<file path="src/cfg_fwd_defines.vh">
// Constants for the configuration-cycle decoder and forwarder
`ifndef CFG_FWD_DEFINES_VH
`define CFG_FWD_DEFINES_VH
`define CMD_CFG_READ 4'hA
`define CMD_CFG_WRITE 4'hB
`define CMD_SPECIAL 4'h1
`define CFG_TYPE0 2'h0
`define CFG_TYPE1 2'h1
`define DEV_ALL_ONES 5'h1F
`define FUNC_ALL_ONES 3'h7
`define REG_ZERO 6'h00
`define IDSEL_BASE 16
`define IDSEL_DEV_MAX 5'h0F
`define DECODE_NONE 3'h0
`define DECODE_OWN 3'h1
`define DECODE_CONVERT 3'h2
`define DECODE_DOWN 3'h3
`define DECODE_UP 3'h4
`define DECODE_SPECIAL 3'h5
`define MASTER_ABORT_CLOCKS 5
`define MASTER_ABORT_CYCLES 3'h5
`endif

</file>
<file path="src/cfg_addr_decode.v">
// Combinational decoder: classifies a configuration address phase
`timescale 1ns/1ps
`include "cfg_fwd_defines.vh"
module cfg_addr_decode (
    input wire [31:0] i_addr,     // Address phase bits
    input wire [3:0] i_cmd,       // Bus command
    input wire i_from_primary,    // High for a primary-bus cycle
    input wire i_select,          // Primary config select, synchronised
    input wire [7:0] i_pri_bus,   // Primary bus number
    input wire [7:0] i_sec_bus,   // Secondary bus number
    input wire [7:0] i_sub_bus,   // Subordinate bus number
    output reg [2:0] o_kind,      // Decode result
    output reg [31:0] o_far_addr, // Address to drive on far bus
    output reg [3:0] o_far_cmd    // Command to drive on far bus
);
    wire is_cfg = (i_cmd == `CMD_CFG_READ) || (i_cmd == `CMD_CFG_WRITE);
    wire is_wr = (i_cmd == `CMD_CFG_WRITE);
    wire [7:0] bus = i_addr[23:16];
    wire [4:0] dev = i_addr[15:11];
    wire ones = (dev == `DEV_ALL_ONES) && (i_addr[10:8] == `FUNC_ALL_ONES);
    wire reg0 = (i_addr[7:2] == `REG_ZERO);
    wire in_range = (bus >= i_sec_bus) && (bus <= i_sub_bus);
    reg [15:0] idsel;

    // One-hot select pattern on bits 31:16 for devices 0..15 only
    always @*
    begin
        idsel = 16'h0000;
        if (dev <= `IDSEL_DEV_MAX)
            idsel[dev[3:0]] = 1'b1;
    end

    // Priority: special cycle before other Type 1 handling
    always @*
    begin
        o_kind = `DECODE_NONE;
        o_far_addr = i_addr;
        o_far_cmd = i_cmd;
        if (!is_cfg)
            o_kind = `DECODE_NONE; // Special cycles never claimed
        else if (i_from_primary)
        begin
            if (i_addr[1:0] == `CFG_TYPE0 && i_select)
                o_kind = `DECODE_OWN; // Function field unused
            else if (i_addr[1:0] == `CFG_TYPE1 && is_wr && ones && reg0
                     && bus == i_sec_bus)
            begin
                o_kind = `DECODE_SPECIAL;
                o_far_cmd = `CMD_SPECIAL; // Address kept as is
            end
            else if (i_addr[1:0] == `CFG_TYPE1 && bus == i_sec_bus)
            begin
                o_kind = `DECODE_CONVERT;
                o_far_addr = {idsel, 5'h00, i_addr[10:2], 2'h0};
            end
            else if (i_addr[1:0] == `CFG_TYPE1 && bus > i_sec_bus
                     && bus <= i_sub_bus)
                o_kind = `DECODE_DOWN;
        end
        else if (i_addr[1:0] == `CFG_TYPE1 && is_wr && ones)
        begin
            // Type 0 on secondary never decoded
            if (reg0 && bus == i_pri_bus)
            begin
                o_kind = `DECODE_SPECIAL;
                o_far_cmd = `CMD_SPECIAL;
            end
            else if (!in_range)
                o_kind = `DECODE_UP;
        end
    end
endmodule // cfg_addr_decode

</file>
<file path="src/cfg_forwarder.v">
// Configuration-cycle claim, translate and forward engine for a bridge
`timescale 1ns/1ps
`include "cfg_fwd_defines.vh"
module cfg_forwarder (
    input wire i_clk,                  // 100 MHz clock
    input wire i_rst,                  // Synchronous reset, active high
    input wire i_addr_valid,           // Address phase strobe (same domain)
    input wire i_from_primary,         // Cycle is on the primary bus
    input wire [31:0] i_addr,          // Address phase bits
    input wire [3:0] i_primary_cmd_byte_en_n, // Command / byte enables
    input wire i_primary_config_select, // Pin, synchronised here
    input wire i_more_phases,          // Initiator asks for more data
    input wire [31:0] i_wdata,         // Write data of the request
    input wire [31:0] i_own_rdata,     // Config space read word
    input wire i_pri_bus_wr,           // Load primary bus number
    input wire i_sec_bus_wr,           // Load secondary bus number
    input wire i_sub_bus_wr,           // Load subordinate bus number
    input wire [7:0] i_bus_num,        // Bus number write value
    input wire i_far_claim,            // Far-bus target claimed cycle
    input wire i_far_done,             // Far-bus data transfer completed
    input wire [31:0] i_far_rdata,     // Far-bus read data
    output wire o_primary_target_claim_n, // Primary claim, active low
    output reg o_claim,                // Claim on initiating bus
    output reg o_ready,                // Target ready with data
    output reg o_retry,                // Target retry
    output reg o_disconnect,           // Stop with the transfer
    output reg [31:0] o_rdata,         // Read data to initiator
    output reg o_own_wr,               // Write strobe into config space
    output reg o_far_start,            // Start cycle on far bus
    output reg [31:0] o_far_addr,      // Far-bus address
    output reg [3:0] o_far_cmd,        // Far-bus command
    output reg [31:0] o_far_wdata,     // Far-bus write data
    output reg o_far_master_abort,     // Far cycle ended unclaimed
    output reg [7:0] o_pri_bus,        // Primary bus number field
    output reg [7:0] o_sec_bus,        // Secondary bus number field
    output reg [7:0] o_sub_bus         // Subordinate bus number field
);
    localparam ST_IDLE = 2'h0;
    localparam ST_FAR = 2'h1;
    localparam ST_DONE = 2'h2;

    reg sel_meta;
    reg sel_sync;
    reg [1:0] state;
    reg [2:0] abort_cnt;
    reg [31:0] pend_addr;
    reg [3:0] pend_cmd;
    reg pend_upstream;
    reg pend_special;
    reg [31:0] done_data;
    reg ans_primary;
    wire [2:0] kind;
    wire [31:0] dec_addr;
    wire [3:0] dec_cmd;
    wire same_req;

    ////////////////////////////////////////////////////////////////////
    // Select pin comes from outside: two flops before decode
    always @(posedge i_clk)
    begin
        if (i_rst)
        begin
            sel_meta <= 1'b0;
            sel_sync <= 1'b0;
        end
        else
        begin
            sel_meta <= i_primary_config_select;
            sel_sync <= sel_meta;
        end
    end

    ////////////////////////////////////////////////////////////////////
    // Bus number fields, written by config-space logic
    always @(posedge i_clk)
    begin
        if (i_rst)
        begin
            o_pri_bus <= 8'h00;
            o_sec_bus <= 8'h00;
            o_sub_bus <= 8'h00;
        end
        else
        begin
            if (i_pri_bus_wr)
                o_pri_bus <= i_bus_num;
            if (i_sec_bus_wr)
                o_sec_bus <= i_bus_num;
            if (i_sub_bus_wr)
                o_sub_bus <= i_bus_num;
        end
    end

    // Decoder compares live fields during the address phase
    cfg_addr_decode u_decode (
        .i_addr(i_addr),
        .i_cmd(i_primary_cmd_byte_en_n),
        .i_from_primary(i_from_primary),
        .i_select(sel_sync),
        .i_pri_bus(o_pri_bus),
        .i_sec_bus(o_sec_bus),
        .i_sub_bus(o_sub_bus),
        .o_kind(kind),
        .o_far_addr(dec_addr),
        .o_far_cmd(dec_cmd)
    );

    // Retries must repeat the identical cycle to match
    assign same_req = (i_addr == pend_addr) && (dec_cmd == pend_cmd)
                      && (i_from_primary != pend_upstream);

    // Side is registered with the claim; a moving bus side cannot glitch it
    assign o_primary_target_claim_n = ~(o_claim && ans_primary);

    ////////////////////////////////////////////////////////////////////
    // Delayed-transaction engine; own-space access bypasses it
    always @(posedge i_clk)
    begin
        if (i_rst)
        begin
            state <= ST_IDLE;
            abort_cnt <= 3'h0;
            pend_addr <= 32'h0000_0000;
            pend_cmd <= 4'h0;
            pend_upstream <= 1'b0;
            pend_special <= 1'b0;
            done_data <= 32'h0000_0000;
            o_claim <= 1'b0;
            o_ready <= 1'b0;
            o_retry <= 1'b0;
            o_disconnect <= 1'b0;
            o_rdata <= 32'h0000_0000;
            o_own_wr <= 1'b0;
            o_far_start <= 1'b0;
            o_far_addr <= 32'h0000_0000;
            o_far_cmd <= 4'h0;
            o_far_wdata <= 32'h0000_0000;
            o_far_master_abort <= 1'b0;
            ans_primary <= 1'b0;
        end
        else
        begin
            o_claim <= 1'b0;
            o_ready <= 1'b0;
            o_retry <= 1'b0;
            o_disconnect <= 1'b0;
            o_own_wr <= 1'b0;
            o_far_start <= 1'b0;
            o_far_master_abort <= 1'b0;
            ans_primary <= i_from_primary; // Side of the answered cycle
            // Own space: answered next cycle whatever the engine does
            if (i_addr_valid && kind == `DECODE_OWN)
            begin
                o_claim <= 1'b1;
                o_ready <= 1'b1;
                o_disconnect <= i_more_phases; // One Dword only
                o_rdata <= i_own_rdata; // All bytes, enables ignored
                o_own_wr <= (i_primary_cmd_byte_en_n == `CMD_CFG_WRITE);
            end
            case (state)
                ST_IDLE:
                begin
                    if (i_addr_valid && kind != `DECODE_NONE
                        && kind != `DECODE_OWN)
                    begin
                        // Latch request, retry, launch far cycle
                        o_claim <= 1'b1;
                        o_retry <= 1'b1;
                        pend_addr <= i_addr;
                        pend_cmd <= dec_cmd;
                        pend_upstream <= ~i_from_primary;
                        pend_special <= (kind == `DECODE_SPECIAL);
                        o_far_start <= 1'b1;
                        o_far_addr <= dec_addr;
                        o_far_cmd <= dec_cmd;
                        o_far_wdata <= i_wdata; // Data unchanged
                        abort_cnt <= 3'h0;
                        state <= ST_FAR;
                    end
                end
                ST_FAR:
                begin
                    if (i_addr_valid && kind != `DECODE_NONE
                        && kind != `DECODE_OWN)
                    begin
                        o_claim <= 1'b1;
                        o_retry <= 1'b1; // Still busy: retry everyone
                    end
                    if (i_far_claim && !pend_special)
                    begin
                        if (i_far_done)
                        begin
                            done_data <= i_far_rdata;
                            state <= ST_DONE;
                        end
                    end
                    else if (abort_cnt == `MASTER_ABORT_CYCLES - 3'h1)
                    begin
                        // Unclaimed for five clocks
                        o_far_master_abort <= 1'b1;
                        done_data <= 32'hFFFF_FFFF;
                        state <= ST_DONE; // Unclaimed or special cycle done
                    end
                    else
                        abort_cnt <= abort_cnt + 3'h1;
                end
                ST_DONE:
                begin
                    if (i_addr_valid && kind != `DECODE_NONE
                        && kind != `DECODE_OWN)
                    begin
                        o_claim <= 1'b1;
                        if (same_req)
                        begin
                            // Completion: one transfer only
                            o_ready <= 1'b1;
                            o_rdata <= done_data;
                            o_disconnect <= i_more_phases;
                            state <= ST_IDLE;
                        end
                        else
                            o_retry <= 1'b1;
                    end
                end
                default:
                    state <= ST_IDLE;
            endcase
        end
    end
endmodule // cfg_forwarder

</file>
<file path="config.mk">
export PLATFORM = sky130hd
export DESIGN_NAME = cfg_forwarder
export DESIGN_NICKNAME = d
export VERILOG_FILES = /design/src/cfg_addr_decode.v /design/src/cfg_forwarder.v
export VERILOG_INCLUDE_DIRS = /design/src
export SDC_FILE = /design/constraint.sdc
export NUM_CORES = 1
export LEC_CHECK = 0
export BUFFER_PORTS_ARGS = -buffer_cell sky130_fd_sc_hd__buf_4
export CAP_MARGIN = 10
export CORE_ASPECT_RATIO = 1.4
export CORE_MARGIN = 2
export CORE_UTILIZATION = 35
export CTS_CLUSTER_SIZE = 12
export DETAILED_ROUTE_END_ITERATION = 10
export GPL_TIMING_DRIVEN = 1
export PLACE_DENSITY_LB_ADDON = 0.3
export SYNTH_ARGS = -nofsm -noshare
export SYNTH_HDL_FRONTEND = slang
export SYNTH_SLANG_ARGS = --single-unit
</file>
<file path="constraint.sdc">
create_clock -name i_clk -period 2.95 [get_ports i_clk]
set_clock_uncertainty 0.2 [all_clocks]
set_input_delay 0 -clock i_clk [delete_from_list [all_inputs] [get_ports i_clk]]
set_output_delay 0 -clock i_clk [all_outputs]
set_load 0.02 [all_outputs]
</file>
Word-level counts from Yosys, hierarchy flattened
Cells that the tools add are included.
Word-level totals
  input bits: 151
  memory bits (writable): 0
  bits in read-only memories: 0
  bits in registers: 205
  memories kept: 0
  bits in latches: 0
Cells by class
  divide/modulo/power cells: 0
  magnitude comparators: 6
  equal/unequal tests: 24
  $mul: 0
  bitwise gates (word level): 5
  shift operators: 0
  add/sub/neg operators: 1
  reduce and logical (&&, ||, !) cells: 36
  muxes and demuxes: 56
Operators by type and width (count)
  $mux 32: 12
  $mux 3: 11
  $eq 32x32->1: 1
  $mux 4: 6
  $logic_and 1x1->1: 19
  $eq 8x8->1: 2
  $mux 16: 1
  $mux 1: 15
  $mux 2: 7
  $ne 2x2->1 const B: 6
  $eq 3x3->1 const B: 3
  $eq 4x4->1 const B: 2
  $ge 8x8->1: 1
  $gt 8x8->1: 1
  $le 8x8->1: 1
  $logic_not 6->1: 1
  $ne 3x3->1 const B: 2
  $pmux 2 s3: 1
  $pmux 3 s2: 1
  $reduce_or 2->1: 3
  $reduce_or 3->1: 2
  $eq 5x5->1 const B: 1
  $le 5x4->1 const B: 1
  $lt 4x5->1 const B: 1
  20 further kinds: 27

Longest topological paths before layout
  depth after elaboration: 15
  gate-level depth with buffers: 12
  depth with buffers taken out: 10

By module
Synthesis repeated with hierarchy kept, for this count alone.
Second synthesis, totals
  cells, all modules: 934
  area total of the unflattened synthesis: 9062.4 um^2
By module, submodules not included
  cfg_forwarder: area each 7998.9 um^2, cells each 761, sequential area each 4103.9 um^2, times used 1
  cfg_addr_decode: area each 1063.5 um^2, cells each 173, sequential area each 0.0 um^2, times used 1

Worst setup path before layout
OpenSTA, ideal clock, no wires.
  path kind: reg2reg
  start point: reg o_sec_bus[7]
  end point: reg o_far_addr[20]
  slack: -0.204 ns
  stages on the path, launching flop included: 12
  library setup time: 0.080 ns
  arrival time: 2.873 ns
  cell sequence: dfxtp_1 > inv_1 > ha_1 > nand4_2 > nor2_2 > inv_2 > or4_4 > o41a_4 > a2111oi_4 > buf_6 > nor2_2 > a211oi_2
Between the ends
  longest elaborated chain between the ends: 13
  elaborated cells on any way between the ends: 27
RTL lines
  start, declared: RTL line cfg_forwarder.v:35  | output reg [7:0] o_sec_bus,
  start signal, assigned: RTL line cfg_forwarder.v:88  | o_sec_bus <= i_bus_num;
  $gt 8x8->1: RTL line cfg_addr_decode.v:56  | else if (i_addr[1:0] == `CFG_TYPE1 && bus > i_sec_bus
  $logic_and 1x1->1 (2 in a row): RTL line cfg_addr_decode.v:56
  $mux 2: RTL line cfg_addr_decode.v:56
  $mux 3: RTL line cfg_addr_decode.v:51  | else if (i_addr[1:0] == `CFG_TYPE1 && bus == i_sec_bus)
  $mux 3: RTL line cfg_addr_decode.v:45  | else if (i_addr[1:0] == `CFG_TYPE1 && is_wr && ones && reg0
  $mux 3: RTL line cfg_addr_decode.v:43  | if (i_addr[1:0] == `CFG_TYPE0 && i_select)
  $mux 3: RTL line cfg_addr_decode.v:41  | else if (i_from_primary)
  $mux 3: RTL line cfg_addr_decode.v:39  | if (!is_cfg)
  $reduce_bool 3->1 (no source line)
  $logic_and 1x1->1 (no source line) (2 in a row)
  $reduce_and 2->1 (no source line)
  end signal, assigned: RTL line cfg_forwarder.v:174  | o_far_addr <= dec_addr;
  end, declared: RTL line cfg_forwarder.v:30  | output reg [31:0] o_far_addr,
Several ways; a longest one is shown, not always the timed one.
A chain may end at the register's enable or synchronous reset.

Worst setup path in the final report
  start point: reg o_sec_bus[3]
  end point: reg o_far_addr[18]
Same word-level chain as after synthesis.

==> run_results.csv <==
group,metric,value,unit
run,maxCapViolCount,0,
setup_path,crit_path_end_kind,"flip-flop",
setup_path,r2r-start,"o_sec_bus[3]",
logic_synthesis,syn-num-nets,1199,
global_route,grt_util_met2,0.410,
route,drtIter0Drc,512,
clocking,clk_pin_slew_worst_paths,80,ps
placed_design,gp_congestion,0.837,
worst_hold_path,whs_path_depth,3,
cells_and_area,design_area,0.0138,mm^2
logic_synthesis,synth.area.top_cells,"dfxtp_1, nand2_1, mux2i_1, a211oi_1, nor2_1",
clocking,cts_root_buf,"clkbuf_16",
setup_path,r2r_setup_slack,-20,ps
clocking,clkLatencyLatePin,440,ps
power,p_per_area,434,mW/mm^2
status,violations,"setup timing",
logic_synthesis,synth_cell_types,51,
route,finalWirelength,30.7,mm
die,core.rowCount,68,
setup_path,rr_worst_depth,13,
route,drtPass1Iterations,4,
die,die-height,191,um
cells_and_area,finalNonFillerCells,1770,
sta,rsz0062_at_grt,"true",
die,fp.dieW,138,um
logic_synthesis,async_reset_ff_frac,0,
global_route,grt_max_degree,78,
global_route,grt.overflow.total,0,
placed_design,place_inst,1573,
global_route,grt_pass1_wl,45.2,mm
sta,setup_viol_count_final,11,
setup_path,start_kind,"flip-flop",
power,leakage,5.76,nW
worst_hold_path,hold_class,"input pin to flip-flop",
route,vias,8919,
route,final_antenna_net_count,0,
sta,period_minus_slack,2970,ps
placed_design,place_ws,-78.3,ps
logic_synthesis,seq_area_frac_synth,0.449,
cells_and_area,mostFrequentLayoutCells,"buf_4, dfxtp_1, nand2_1",
worst_hold_path,min_from,"i_more_phases",
clocking,cts_tree,"yes",
die,core-area,0.0246,mm^2
cells_and_area,n_antenna_cell,0,
placed_design,numPortBuffers,282,
sta,fin_setup_tns,-103,ps
cells_and_area,syn_to_final_growth,58.3,%
sta,finalMaxSlewViolations,0,
route,drt-wirelength-per-cell,17.4,um
route,route.detailed.drc,0,
placed_design,dpl_cell_area,0.0112,mm^2
cells_and_area,drive_above_1_share,0.300,
setup_path,worstPathRequired,3110,ps
clocking,cts_buffers,17,
setup_path,worstSetupPathType,"flip-flop to flip-flop",
global_route,grt_pass1_vias,8695,
logic_synthesis,yosysTopAreaCell,"dfxtp_1",
logic_synthesis,syn-cell-area,0.00874,mm^2
global_route,global_route.usage.total,0.221,
global_route,grt_use_met3,0.0416,
global_route,grt_use_met1,0.244,
clocking,htreeDepth,4,
logic_synthesis,synthFlopType,"dfxtp_1",
die,ios,283,
route,via_per_inst,5.04,
clocking,clockBufferDepth,2,
clocking,cts_sinks,196,
sta,hold_viol,0,
cells_and_area,fill_cells,2109,
placed_design,dp_hpwl,19.6,mm
sta,worstMarginPinSlew,516,ps
sta,slew_headroom,0.656,
setup_path,worstPathMaxFanout,6,
logic_synthesis,avgSynthCellArea,8.49,um^2
logic_synthesis,yosysWarnings,0,
global_route,grt-busiest-layer,"met2",
setup_path,arrival,3130,ps
cells_and_area,layout_commonest_cell,"buf_4",
logic_synthesis,post_synth_inst_count,1030,
sta,period_share,1.01,
sta,max_freq,336,MHz
die,start_util,0.356,
power,peakVddDrop,0.433,mV
logic_synthesis,ys_ff_latch,196,
worst_hold_path,hold-path-endpoint,"o_disconnect",
status,outcome,"complete, but fails checks",
cells_and_area,fin_nets,1612,
sta,worst_slack,-22.6,ps
setup_path,regToRegEndpoint,"o_far_addr[18]",
logic_synthesis,synth_top_area_frac,0.449,
die,dieArea,0.0263,mm^2
logic_synthesis,synth_edf_count,0,
global_route,antenna_found_initial,0,
where the power goes:
| group | leakage, nW | internal (mW) | total, mW | switching [mW] |
|---|---|---|---|---|
| Clock | 0.300 | 1.52 | 2.55 | 1.03 |
| Sequential | 1.59 | 2.67 | 2.69 | 0.0217 |
| Combinational | 3.87 | 0.411 | 0.759 | 0.349 |
| Total | 5.76 | 4.61 | 6.00 | 1.40 |
state kept, by name, indices dropped and copies added (netlist names):
name                count
sel_meta                1
o_claim                 1
abort_cnt               3
pend_special            1
state                   2
pend_addr              23
o_far_addr             32
ans_primary             1
o_sec_bus               8
o_far_wdata            32
o_retry                 1
done_data              32
sel_sync                1
o_disconnect            1
o_rdata                32
pend_cmd                4
o_far_start             1
o_sub_bus               8
o_ready                 1
o_own_wr                1
o_far_master_abort      1
pend_upstream           1
o_pri_bus               8
cell type report:
cell class / count / area (um^2) / share of cell area
clock inverter: 9 / 179 / 0.0129
tap: 315 / 394 / 0.0285
multi-input combinational: 728 / 4560 / 0.329
inverter: 21 / 78.8 / 0.00570
clock buffer: 22 / 454 / 0.0328
timing repair buffer: 479 / 4230 / 0.305
sequential: 196 / 3950 / 0.285
critical path, stage by stage (launching register included):
cell and delay [ps]:
dfxtp_4 360, inv_2 40, ha_4 260, nand4_1 120, buf_4 180, nor2_4 110, inv_2 40, or4_4 420
o41a_4 150, a2111oi_4 380, buf_6 220, clkbuf_16 170, nor2_1 40, a211oi_1 190
timing repair:
item | 4_1_cts | 5_1_grt
gates resized for setup | 11 | 41
pin swaps | 1 | 20
hold buffers | 150 | 0
gates cloned | 1 | 8
setup endpoints to repair | 50 | 126
setup buffers | 5 | 3
endpoints found under the hold margin | 195 | 0
per-stage QoR:
stage	hold WS (ps)	power [mW]	util
3_5_place_dp	16.3	3.32	0.457
3_3_place_gp	4.00	3.32	0.457
2_1_floorplan	-78.3	3.01	-
6_report	117	6.00	0.563
4_1_cts	62.5	6.03	0.548
5_1_grt	106	6.21	0.563
worst max path at each step:
| stage | cells past startpoint | from | slack, ps | end |
|---|---|---|---|---|
| after floorplan | 11 | o_sec_bus[2] | 70 | o_far_addr[20] |
| after global placement | 10 | o_sec_bus[7] | 9 | o_disconnect |
| after detailed placement | 10 | o_sec_bus[7] | -80 | o_rdata[23] |
| after CTS | 10 | o_sub_bus[1] | -40 | o_rdata[17] |
| after global routing | 13 | o_sec_bus[3] | -120 | o_far_addr[25] |
| final | 13 | o_sec_bus[3] | -20 | o_far_addr[18] |
logic make-up (layout without fill, tap and decap cells):
kind of cell | Yosys count | after routing | share of synthesized area
and+or+nand+nor | 397 | 397 | 0.201
AOI/OAI and AO/OA | 211 | 211 | 0.161
DFF | 196 | 196 | 0.449
buffers and inverters | 106 | 531 | 0.0532
muxes | 57 | 57 | 0.0653
xor gates and xnor gates | 45 | 45 | 0.0451
adders and majority gates | 18 | 18 | 0.0258
routing by layer:
| metal | part of all wire | vias up |
|---|---|---|
| li1 | - | 4364 |
| met1 | 0.38 | 4196 |
| met2 | 0.54 | 301 |
| met3 | 0.052 | 58 |
| met4 | 0.029 | 0 |
| met5 | 0 | - |
Yosys cell counts, types with 2 or more instances:
library cell	count
a211oi_1	70
a211oi_2	11
a21o_1	2
a21oi_1	103
a31oi_1	4
and2_1	5
buf_1	5
buf_2	12
buf_4	10
buf_6	2
clkbuf_1	56
dfxtp_1	196
ha_1	18
inv_1	20
mux2i_1	57
nand2_1	154
nand2b_1	5
nand3_1	12
nand3b_1	3
nand4_1	20
nor2_1	138
nor2_2	11
nor2b_1	6
nor3_1	18
nor3b_1	2
nor4_1	10
o211ai_1	4
o21ai_0	8
or3_1	3
xnor2_1	35
xor2_1	10
Power figures use the tool's default switching activity.
